==> src/rtl/qac_pkg.sv <==
// Purpose: shared constants and types of the converter config bank
// Assumes: 32-bit AXI4-Lite, 11-bit registers, 14-bit samples
// Notes: byte address is four times the register index
package qac_pkg;
  // ----------------------------------------
  // widths and register map
  // ----------------------------------------
  localparam int REG_W = 11;
  localparam int WORD_W = 14;
  localparam int UP_W = 3;
  localparam logic [5:0] IDX_TEST_FMT = 6'h00;
  localparam logic [5:0] IDX_CLK_GAIN = 6'h04;
  localparam logic [5:0] IDX_PWR_REF = 6'h0A;
  localparam logic [5:0] IDX_USER_LOW = 6'h0B;
  localparam logic [10:0] REG_RESET = 11'h000;
  localparam logic [10:0] MASK_TEST_FMT = 11'h2E0;
  localparam logic [10:0] MASK_CLK_GAIN = 11'h07C;
  localparam logic [10:0] MASK_PWR_REF = 11'h030;
  localparam logic [10:0] MASK_USER_LOW = 11'h7FF;
  // ----------------------------------------
  // field positions
  // ----------------------------------------
  localparam int BIT_CHD_PDN = 4;
  localparam int BIT_REF_EXT = 5;
  localparam int BIT_SW_RST = 10;
  localparam int BIT_FMT = 9;
  localparam int GAIN_LSB = 2;
  localparam int PAT_LSB = 5;
  // ----------------------------------------
  // encodings
  // ----------------------------------------
  localparam logic [4:0] GAIN_CODE_0 = 5'h18;
  localparam logic [4:0] GAIN_CODE_1 = 5'h00;
  localparam logic [4:0] GAIN_CODE_2 = 5'h0C;
  localparam logic [4:0] GAIN_CODE_3 = 5'h0A;
  localparam logic [4:0] GAIN_CODE_4 = 5'h09;
  localparam logic [4:0] GAIN_CODE_5 = 5'h08;
  localparam logic [2:0] PAT_NORMAL = 3'h0;
  localparam logic [2:0] PAT_ZEROS = 3'h1;
  localparam logic [2:0] PAT_ONES = 3'h2;
  localparam logic [2:0] PAT_TOGGLE = 3'h3;
  localparam logic [2:0] PAT_UNUSED = 3'h4;
  localparam logic [2:0] PAT_CUSTOM = 3'h5;
  localparam logic [2:0] PAT_ALTERNATING_BIT_SEQUENCE = 3'h6;
  localparam logic [2:0] PAT_SYNC = 3'h7;
  localparam logic [13:0] WORD_ALTERNATING_BIT_SEQUENCE = 14'h2AAA;
  localparam logic [13:0] WORD_TOGGLE = 14'h2AAA;
  localparam logic [13:0] WORD_SYNC = 14'h3F80;
  localparam logic [1:0] RESP_OKAY = 2'h0;
  localparam logic [1:0] RESP_SLVERR = 2'h2;
  // ----------------------------------------
  // carriers
  // ----------------------------------------
  typedef struct packed {
    logic awvalid; logic [7:0] awaddr;
    logic wvalid; logic [31:0] wdata; logic [3:0] wstrb;
    logic bready;
    logic arvalid; logic [7:0] araddr;
    logic rready;
  } qac_axi_req_type;
  typedef struct packed {
    logic awready; logic wready;
    logic bvalid; logic [1:0] bresp;
    logic arready;
    logic rvalid; logic [31:0] rdata; logic [1:0] rresp;
  } qac_axi_rsp_type;
  typedef struct packed {
    logic chd_power_down; logic ext_ref_select;
    logic [4:0] input_clock_buffer_gain; logic [2:0] gain_step; logic gain_code_valid;
    logic [2:0] pattern_sel; logic output_number_format;
  } qac_cfg_type;
  typedef struct packed {
    logic [10:0] test_fmt; logic [10:0] clk_gain;
    logic [10:0] pwr_ref; logic [10:0] user_low;
  } qac_regs_type;
  typedef struct packed {
    qac_regs_type regs;
    logic aw_got; logic [7:0] aw_addr;
    logic w_got; logic [10:0] w_data; logic [1:0] w_strb;
    logic bvalid; logic [1:0] bresp;
    logic rvalid; logic [10:0] rdata; logic [1:0] rresp;
  } qac_state_type;
  typedef struct packed {
    logic phase; logic [13:0] word;
  } qac_pat_state_type;
endpackage

==> src/rtl/qac_pattern_gen.sv <==
// Purpose: output word select: conversion data or a test pattern
// Assumes: sample_in is two's complement on the aclk domain
// Notes: output word is registered, one cycle after its inputs
`timescale 1ns/10ps
module qac_pattern_gen #(
  parameter int WORD_W = 14
) (
  // clock and reset
  input wire logic aclk,
  input wire logic aresetn,
  // controls
  input wire logic [2:0] pattern_sel,
  input wire logic output_number_format,
  input wire logic [qac_pkg::WORD_W-1:0] user_word,
  // data
  input wire logic [qac_pkg::WORD_W-1:0] sample_in,
  output logic [qac_pkg::WORD_W-1:0] data_out
);
  import qac_pkg::*;

  if (WORD_W != qac_pkg::WORD_W) begin : g_chk
    $error("pattern width must match the package word width");
  end

  qac_pat_state_type st;
  qac_pat_state_type next_st;

  // ----------------------------------------
  // pattern select
  // ----------------------------------------
  always_comb begin
    next_st = st;
    next_st.phase = ~st.phase;
    unique case (pattern_sel)
      PAT_NORMAL: begin
        next_st.word = sample_in; // RULE7
        if (output_number_format) begin
          next_st.word[WORD_W-1] = ~sample_in[WORD_W-1]; // RULE10
        end
      end
      PAT_ZEROS: next_st.word = '0; // RULE7
      PAT_ONES: next_st.word = '1; // RULE7
      PAT_TOGGLE: next_st.word = st.phase ? ~WORD_TOGGLE : WORD_TOGGLE; // RULE7
      PAT_UNUSED: next_st.word = '0; // RULE7
      PAT_CUSTOM: next_st.word = user_word; // RULE8
      PAT_ALTERNATING_BIT_SEQUENCE: next_st.word = WORD_ALTERNATING_BIT_SEQUENCE; // RULE9
      PAT_SYNC: next_st.word = WORD_SYNC; // RULE7
    endcase
  end

  always_ff @(posedge aclk) begin
    if (!aresetn) begin
      st <= '0;
    end else begin
      st <= next_st;
    end
  end

  assign data_out = st.word;
endmodule

==> src/rtl/qac_config_bank.sv <==
// Purpose: configuration register bank of a four-channel converter
// Assumes: AXI4-Lite slave, one write and one read at most in flight
// Notes: registers are 11 bits wide in the low bits of each word
// Function
// RULE1 - channel D sleep bit D4 at 1 powers channel D down, at 0 keeps it up.
// RULE2 - reference bit D5 picks the internal reference at 0, external at 1.
// RULE3 - a 1 written to bit D10 resets every register and the bit clears itself.
// RULE4 - after hardware or software reset every register bit reads 0.
// RULE5 - clock buffer gain sits in D6..D2 of register 0x04, reset code 00000 is step 1.
// RULE6 - gain codes 11000,01100,01010,01001,01000 give steps 0,2,3,4,5.
// RULE7 - test select D7..D5: 000 normal, 001 zeros, 010 ones, 011 toggle, 111 sync, 100 unused.
// RULE8 - test select 101 sends the user word from registers 0x0B and 0x0C; here the top 3 bits come from input user_word_high.
// RULE9 - test select 110 sends a steady 1010 alternating stream.
// RULE10 - format bit D9 picks two's complement at 0, offset binary at 1.
// RULE11 - register 0x0B holds the lower 11 bits of the user word in D10..D0.
//
// Added by the designer: the AXI4-Lite interface to the registers.
`timescale 1ns/10ps
module qac_config_bank (
  // clock and reset
  input wire logic aclk,
  input wire logic aresetn,
  // register bus
  input wire qac_pkg::qac_axi_req_type axi_req,
  output qac_pkg::qac_axi_rsp_type axi_rsp,
  // converter side
  input wire logic [qac_pkg::WORD_W-1:0] sample_in,
  input wire logic [qac_pkg::UP_W-1:0] user_word_high,
  output qac_pkg::qac_cfg_type cfg,
  output logic [qac_pkg::WORD_W-1:0] data_out
);
  import qac_pkg::*;

  qac_state_type st;
  qac_state_type next_st;
  logic wr_fire;
  logic [5:0] wr_idx;
  logic [5:0] rd_idx;

  // ----------------------------------------
  // helpers
  // ----------------------------------------
  function automatic logic reg_hit(input logic [7:0] addr);
    logic [5:0] idx;
    idx = addr[7:2];
    reg_hit = (addr[1:0] == 2'h0) &&
      (idx == IDX_TEST_FMT || idx == IDX_CLK_GAIN ||
       idx == IDX_PWR_REF || idx == IDX_USER_LOW);
  endfunction

  function automatic logic [10:0] merge(
    input logic [10:0] old,
    input logic [10:0] data,
    input logic [1:0] strb,
    input logic [10:0] mask
  );
    logic [10:0] res;
    res = old;
    if (strb[0]) begin
      res[7:0] = data[7:0];
    end
    if (strb[1]) begin
      res[10:8] = data[10:8];
    end
    merge = res & mask;
  endfunction

  function automatic logic [3:0] gain_decode(input logic [4:0] code);
    logic [3:0] res;
    res = 4'h0;
    unique case (code)
      GAIN_CODE_0: res = {1'b1, 3'h0};
      GAIN_CODE_1: res = {1'b1, 3'h1};
      GAIN_CODE_2: res = {1'b1, 3'h2};
      GAIN_CODE_3: res = {1'b1, 3'h3};
      GAIN_CODE_4: res = {1'b1, 3'h4};
      GAIN_CODE_5: res = {1'b1, 3'h5};
      default: res = 4'h0;
    endcase
    gain_decode = res;
  endfunction

  function automatic logic [10:0] read_reg(
    input qac_regs_type regs,
    input logic [5:0] idx
  );
    logic [10:0] res;
    res = REG_RESET;
    if (idx == IDX_TEST_FMT) begin
      res = regs.test_fmt;
    end else if (idx == IDX_CLK_GAIN) begin
      res = regs.clk_gain;
    end else if (idx == IDX_PWR_REF) begin
      res = regs.pwr_ref;
    end else if (idx == IDX_USER_LOW) begin
      res = regs.user_low;
    end
    read_reg = res;
  endfunction

  // ----------------------------------------
  // handshakes
  // ----------------------------------------
  assign wr_fire = st.aw_got && st.w_got;
  assign wr_idx = st.aw_addr[7:2];
  assign rd_idx = axi_req.araddr[7:2];

  always_comb begin
    axi_rsp.awready = !st.aw_got && !st.bvalid;
    axi_rsp.wready = !st.w_got && !st.bvalid;
    axi_rsp.bvalid = st.bvalid;
    axi_rsp.bresp = st.bresp;
    axi_rsp.arready = !st.rvalid;
    axi_rsp.rvalid = st.rvalid;
    axi_rsp.rdata = {21'h0, st.rdata};
    axi_rsp.rresp = st.rresp;
  end

  // ----------------------------------------
  // next state
  // ----------------------------------------
  always_comb begin
    next_st = st;
    // write address and data, either order
    if (axi_req.awvalid && axi_rsp.awready) begin
      next_st.aw_got = 1'b1;
      next_st.aw_addr = axi_req.awaddr;
    end
    if (axi_req.wvalid && axi_rsp.wready) begin
      next_st.w_got = 1'b1;
      next_st.w_data = axi_req.wdata[10:0];
      next_st.w_strb = axi_req.wstrb[1:0];
    end
    // write response retires first
    if (st.bvalid && axi_req.bready) begin
      next_st.bvalid = 1'b0;
    end
    // register update once both halves are held
    if (wr_fire) begin
      next_st.aw_got = 1'b0;
      next_st.w_got = 1'b0;
      next_st.bvalid = 1'b1;
      next_st.bresp = reg_hit(st.aw_addr) ? RESP_OKAY : RESP_SLVERR;
      if (reg_hit(st.aw_addr)) begin
        if (wr_idx == IDX_TEST_FMT) begin
          next_st.regs.test_fmt = merge(st.regs.test_fmt, st.w_data, st.w_strb,
            MASK_TEST_FMT); // RULE7
        end else if (wr_idx == IDX_CLK_GAIN) begin
          next_st.regs.clk_gain = merge(st.regs.clk_gain, st.w_data, st.w_strb,
            MASK_CLK_GAIN); // RULE5
        end else if (wr_idx == IDX_USER_LOW) begin
          next_st.regs.user_low = merge(st.regs.user_low, st.w_data, st.w_strb,
            MASK_USER_LOW); // RULE11
        end else if (st.w_strb[1] && st.w_data[BIT_SW_RST]) begin
          next_st.regs = '0; // RULE3
        end else begin
          next_st.regs.pwr_ref = merge(st.regs.pwr_ref, st.w_data, st.w_strb,
            MASK_PWR_REF); // RULE1
        end
      end
    end
    // read response retires, then a new read is taken
    if (st.rvalid && axi_req.rready) begin
      next_st.rvalid = 1'b0;
    end
    if (axi_req.arvalid && axi_rsp.arready) begin
      next_st.rvalid = 1'b1;
      next_st.rdata = reg_hit(axi_req.araddr) ? read_reg(st.regs, rd_idx) : REG_RESET;
      next_st.rresp = reg_hit(axi_req.araddr) ? RESP_OKAY : RESP_SLVERR;
    end
  end

  always_ff @(posedge aclk) begin
    if (!aresetn) begin
      st <= '0; // RULE4
    end else begin
      st <= next_st;
    end
  end

  // ----------------------------------------
  // configuration outputs
  // ----------------------------------------
  always_comb begin
    cfg.chd_power_down = st.regs.pwr_ref[BIT_CHD_PDN]; // RULE1
    cfg.ext_ref_select = st.regs.pwr_ref[BIT_REF_EXT]; // RULE2
    cfg.input_clock_buffer_gain = st.regs.clk_gain[GAIN_LSB+4:GAIN_LSB]; // RULE5
    {cfg.gain_code_valid, cfg.gain_step} =
      gain_decode(st.regs.clk_gain[GAIN_LSB+4:GAIN_LSB]); // RULE6
    cfg.pattern_sel = st.regs.test_fmt[PAT_LSB+2:PAT_LSB]; // RULE7
    cfg.output_number_format = st.regs.test_fmt[BIT_FMT]; // RULE10
  end

  // ----------------------------------------
  // output word
  // ----------------------------------------
  qac_pattern_gen #(
    .WORD_W(WORD_W)
  ) u_pattern (
    .aclk(aclk),
    .aresetn(aresetn),
    .pattern_sel(cfg.pattern_sel),
    .output_number_format(cfg.output_number_format),
    .user_word({user_word_high, st.regs.user_low}), // RULE8
    .sample_in(sample_in),
    .data_out(data_out)
  );
endmodule

==> config.mk <==
export PLATFORM = sky130hd
export DESIGN_NAME = qac_config_bank
export DESIGN_NICKNAME = d
export VERILOG_FILES = /design/src/rtl/qac_pkg.sv /design/src/rtl/qac_pattern_gen.sv /design/src/rtl/qac_config_bank.sv
export SDC_FILE = /design/constraint.sdc
export NUM_CORES = 1
export LEC_CHECK = 0
export BUFFER_PORTS_ARGS = -buffer_cell sky130_fd_sc_hd__buf_4
export CAP_MARGIN = 20
export CORE_ASPECT_RATIO = 0.75
export CORE_UTILIZATION = 30
export DETAILED_ROUTE_END_ITERATION = 7
export PLACE_DENSITY_LB_ADDON = 0.25
export SYNTH_ARGS = -nofsm -noshare
export SYNTH_HDL_FRONTEND = slang
export SYNTH_SLANG_ARGS = --single-unit
==> constraint.sdc <==
create_clock -name aclk -period 4.9 [get_ports aclk]
set_input_delay 0.98 -clock aclk [delete_from_list [all_inputs] [get_ports aclk]]
set_output_delay 0.98 -clock aclk [all_outputs]
set_load 0.01 [all_outputs]
==> out/metrics.yaml, run 1 <==
nNetsFinal: 595
layout_commonest_cell: "buf_4"
core_area_um2: 12400
ir_worst_vdd_mv: 0.157
diodes: 0
postSynthAreaPerCell_um2: 8.21
fmax_mhz: 379
setup_viol: 0
cts-root-buf: "clkbuf_16"
synth_top_family_by_area: "simple AND/OR/NAND/NOR gates"
synthesis.area_um2: 3870
crit_required_ns: 3.92
multi_input_area_um2: 1860
htree_levels: 3
grt_pass1_vias: 2946
period_minus_slack_ns: 2.64
power.leakage_nw: 1.83
max_cap_viol_count: 0
status: "completed"
synth-simple-area-share_pct: 21.4
ys_async_sr_fraction_pct: 0
routed_via_density: 4.65
fin_skew_ns: 0.00711
cp.arrival_ns: 1.66
final.period_utilization_pct: 53.8
ant_nets: 0
die_h_um: 100
synth_adder_area_share_pct: 0.259
fin_ws_ns: 2.26
grt_max_degree: 90
cpPeakStageDelay_ns: 0.42
crit_path_end_kind: "output port"
final_max_slew_viol_count: 0
clk_pin_slew_worst_paths_ns: 0.06
remaining_drc_errors: 0
start_util_pct: 31.1
grt_util_all_layers_pct: 14.9
hold_class: "flip-flop to flip-flop"
ys_types: 52
ys_seq_elements: 75
wl_per_cell_um: 14.0
routed_wl_um: 9650
crit_path_top_delay_cell: "dfxtp_1"
gp_congestion: 0.791
dieArea_um2: 13400
crit_chain: "inv_1 > maj3_1 > o21a_1 > o22ai_1 > buf_4"
pin_count: 146
antenna_found_initial: 0
synth.area.mux_share_pct: 4.14
insertion_delay_ns: 0.33
clk_path_buf_depth: 2
drt_iter0_markers: 175
start_kind: "flip-flop"
drive_above_1_share_pct: 23.1
mostFrequentLayoutCells: "100 x buf_4, 87 x nand2_1, 75 x dfxtp_1"
rows: 35
dpl.hpwl_um: 7170
die_w_um: 133
synth_ff_type: "dfxtp_1"
finalSetupTns_ns: 0
synth_xor_area_share_pct: 0.453
hold_viol: 0
seq_area_um2: 1500
power_mw: 1.43
tightest_slew_ns: 0.937
power_density_nw_per_um2: 309
ys_warn_count: 0
grt_pass1_wl_um: 15300
syn2layout_area_growth_pct: 19.7
worstPathMaxFanout: 4
synth_compound_area_share_pct: 19.5
timing.slew.headroom_pct: 37.3
syn_inst: 471
synth_edf_count: 0
ys_seq_area_share_pct: 38.8
io_buffers: 99
gr-total-overflow: 0
rsz0062_at_grt: "false"
cts_hold_buf: 0
first_pass_iters: 4
worstSetupPathType: "flip-flop to output port"
fillCellCount: 1344
cts_setup_buffers: 0
post-place-ws_ns: 2.34
clock_sinks: 75
cts_resized: 0
num_vias: 3207
cts_buffers: 9
cts_tree: "built"
[critical path, delay by kind of cell (launching register included)]
kind / cells / cell delay, ns
flops: 1 / 0.42
fa+ha+maj: 1 / 0.36
compound gates: 2 / 0.30
buf+inv: 2 / 0.25
[final cells by class]
type	instances	area share, %
multi-input cells	324	40.1
clock inverters	1	0.162
clock buffers	14	5.92
repair buffers	100	16.2
well taps	166	4.48
flip-flops and latches	75	32.4
inverters	9	0.729
[flip-flops by register name, indices dropped and copies added (netlist names)]
name / cells
u_pattern.st: 1
axi_rsp: 15
cfg: 11
u_pattern.data_out: 14
st: 34
[metrics by stage]
step	instances	hold WS, ns	util [%]	cell area (um^2)
2_1_floorplan	493	0.438	-	3950
5_1_grt	689	0.497	37.2	4630
3_5_place_dp	674	0.457	35.0	4350
3_3_place_gp	674	0.456	35.0	4350
4_1_cts	689	0.469	37.2	4630
6_report	689	0.469	37.2	4630
[layer usage]
| metal | part of all wire (%) | vias up | GRT usage (%) |
|---|---|---|---|
| met4 | 1.0 | 0 | 5.33 |
| met2 | 43 | 100 | 21.6 |
| li1 | - | 1637 | - |
| met3 | 6.3 | 9 | 3.64 |
| met5 | 0 | - | 0 |
| met1 | 50 | 1461 | 21.2 |
[cells in the mapped netlist, drive strengths merged (9+ instances only)]
cell     n  area [um^2]
a21boi  31          244
dfxtp   75         1500
clkbuf  18         67.6
nor2    18         67.6
buf     67          492
o21ai   28          140
inv      9         33.8
nand3   11         55.1
a21oi   20          100
nand2   87          327
mux2i   16          160
nor3    12         60.1
[where the power goes]
| group | switching [mW] | internal, mW | leakage (nW) | total [mW] |
|---|---|---|---|---|
| registers | 0.0205 | 0.633 | 0.613 | 0.653 |
| logic | 0.0819 | 0.0678 | 1.08 | 0.150 |
| clock network | 0.246 | 0.382 | 0.135 | 0.628 |
| total | 0.348 | 1.08 | 1.83 | 1.43 |
[kinds of logic (layout without fill, tap and decap cells)]
kind of cell | count (synthesis) | count (layout)
AND/OR/NAND/NOR | 172 | 172
AO/OA/AOI/OAI | 110 | 110
flip-flops | 75 | 75
other | 1 | 23
adder cells (fa/ha/maj) | 1 | 1
multiplexers | 16 | 16
XOR/XNOR | 2 | 2
buffers and inverters | 94 | 124
[path summary, 6_finish.rpt]
check	startpoint	end	slack, ns	cells after the start
min reg2reg	st[27]	st[48]	0.47	2
min	st[27]	st[48]	0.47	2
max	cfg[11]	cfg[4]	2.26	5
max reg2reg	st[35]	st[49]	2.86	4
Note: power is estimated with default switching activity, not from simulation.
==> run 2, diff against run 1 <==
- clock period: 4.9 -> 2.15 ns (I/O delays scaled with it)
==> out/metrics.yaml, run 2 (synthesis results as in run 1) <==
status: "completed"
pin_count: 146  # unchanged
first_pass_iters: 4  # unchanged
ant_nets: 0  # unchanged
max_cap_viol_count: 0  # unchanged
drive_above_1_share_pct: 24.3  # +1.2 points
remaining_drc_errors: 0  # unchanged
cpPeakStageDelay_ns: 0.38  # -0.04 ns
io_buffers: 99  # unchanged
fin_skew_ns: 0.00525  # -0.00185 ns
htree_levels: 3  # unchanged
wl_per_cell_um: 13.8  # -1.3%
final.period_utilization_pct: 94.0
insertion_delay_ns: 0.33  # about the same
crit_path_top_delay_cell: "dfxtp_2"
rr_endpoint: "cfg[9]"
power_density_nw_per_um2: 710  # +130%
start_kind: "flip-flop"
cts_hold_buf: 0  # unchanged
nNetsFinal: 602  # +1.2%
place_area_um2: 4400  # +1.2%
routed_via_density: 4.63  # -0.51%
seq_area_um2: 1500  # about the same
rr_worst_depth: 4  # unchanged
finalSetupTns_ns: 0  # unchanged
rsz0062_at_grt: "false"
r2r_setup_slack_ns: 0.22  # -2.64 ns
grt_pass1_wl_um: 15600  # +1.6%
dp.cells: 681  # +1.0%
pwr-share-seq_pct: 44.5  # -1.1 points
clk_path_buf_depth: 2  # unchanged
multi_input_area_um2: 1860  # unchanged
intPower_mw: 2.56  # +140%
die_w_um: 133  # unchanged
worstPathMaxFanout: 4  # unchanged
setup_viol: 0  # unchanged
worstSetupPathType: "flip-flop to output port"
antenna_found_initial: 0  # unchanged
final_max_slew_viol_count: 0  # unchanged
power_frac_comb_pct: 10.6  # about the same
startpoint: "cfg[11]"
die_h_um: 100  # unchanged
clock_sinks: 75  # unchanged
instances_no_fill: 696  # +1.0%
period_minus_slack_ns: 2.02
crit_chain: "inv_1 > maj3_1 > o21a_1 > o22ai_1 > buf_4"
p_clk_share_pct: 44.9  # +1.0 points
clk_pin_slew_worst_paths_ns: 0.06  # about the same
syn2layout_area_growth_pct: 21.5
cts-root-buf: "clkbuf_16"
cp-endpoint: "cfg[4]"
fmax_mhz: 495
cts_tree: "built"
core_area_um2: 12400  # unchanged
routed_wl_um: 9620  # -0.28%
ir_worst_vdd_mv: 0.425  # +170%
grt_pass1_vias: 3090  # +4.9%
switchingPower_mw: 0.778  # +120%
dpl.hpwl_um: 7350  # +2.4%
largest_reg_flops: 34  # unchanged
hold_viol: 0  # unchanged
power.leakage_nw: 1.88  # +2.5%
tightest_slew_ns: 0.660  # -0.277 ns
rows: 35  # unchanged
final_area_um2: 4700  # +1.5%
cts_buffers: 9  # unchanged
crit_path_end_kind: "output port"
diodes: 0  # unchanged
gr-total-overflow: 0  # unchanged
dieArea_um2: 13400  # unchanged
crit_required_ns: 1.72  # -2.20 ns
grt_util_all_layers_pct: 15.0  # +0.13 points
hold_ws_ns: 0.341  # -0.128 ns
reg2reg_from: "st[33]"
grt_max_degree: 41  # -54%
gp_congestion: 0.784  # -0.88%
mostFrequentLayoutCells: "107 x buf_4, 87 x nand2_1, 74 x dfxtp_1"
timing.slew.headroom_pct: 55.8  # +19 points
fillCellCount: 1309  # -2.6%
num_vias: 3223  # +0.50%
drt_iter0_markers: 166  # -5.1%
top_register: "st"
start_util_pct: 31.1  # unchanged
hold_class: "input pin to flip-flop"
layout_commonest_cell: "buf_4"
sw_frac_of_total_pct: 23.3  # -1.0 points
cp.arrival_ns: 1.59  # -0.07 ns
run 2: cell types whose count changed in the layout (fill, tap and decap cells not counted):
cell        delta
buf_4          +7
bufinv_16      +1
clkbuf_8       -1
clkinv_2       +1
clkinvlp_4     -1
dfxtp_1        -1
dfxtp_2        +1
run 2: routing by layer:
metal | wire [um] | global-route usage (%) | vias to the layer above
li1 | - | - | 1655
met2 | 4130 | 22.8 | 91
met1 | 4900 | 20.9 | 1472
met4 | 43 | 3.41 | 0
met3 | 553 | 4.24 | 5
met5 | 0 | 0 | -
run 2: power by group through the flow:
stage	logic (mW)	clock network, mW	registers, mW
2_1_floorplan	0.260	0	1.50
3_3_place_gp	0.350	0	1.51
3_5_place_dp	0.356	0	1.52
4_1_cts	0.357	1.54	1.49
5_1_grt	0.398	1.60	1.49
6_report	0.353	1.50	1.49
run 2: how the worst min path moves through the flow:
stage	start	end	slack (ns)	cells after the start
2_1_floorplan	u_pattern.st[14]	u_pattern.st[14]	0.44	1
3_3_place_gp	st[32]	st[32]	0.46	2
3_5_place_dp	axi_rsp[6]	axi_rsp[6]	0.46	2
4_1_cts	axi_req[9]	axi_rsp[34]	0.33	2
5_1_grt	axi_req[52]	st[35]	0.35	3
6_report	axi_req[9]	axi_rsp[34]	0.34	2
run 2: metrics by stage:
step           utilization [%]  worst slack (ns)  power [mW]
2_1_floorplan                -             0.414        1.76
3_3_place_gp              35.4             0.225        1.86
3_5_place_dp              35.4             0.190        1.87
4_1_cts                   37.8            0.0214        3.38
5_1_grt                   37.8            0.0270        3.49
6_report                  37.8             0.129        3.34
run 2: worst max-delay path: cells and delay by family (launching register included):
| kind | cells | cell delay, ns |
|---|---|---|
| compound gates | 2 | 0.30 |
| fa+ha+maj | 1 | 0.35 |
| buf+inv | 2 | 0.24 |
| flops | 1 | 0.38 |
run 2: timing repair:
| action | in CTS | in global routing |
|---|---|---|
| gates resized for setup | 0 | 1 |
| setup endpoints to repair | 0 | 1 |
| setup buffers | 0 | 0 |
run 2: layout make-up:
class                   instances  share of cell area (%)
well taps                     166                    4.42
flip-flops and latches         75                    32.0
clock buffers                  13                    5.54
clock inverters                 2                   0.745
multi-input cells             324                    39.5
repair buffers                107                    17.1
inverters                       9                   0.719
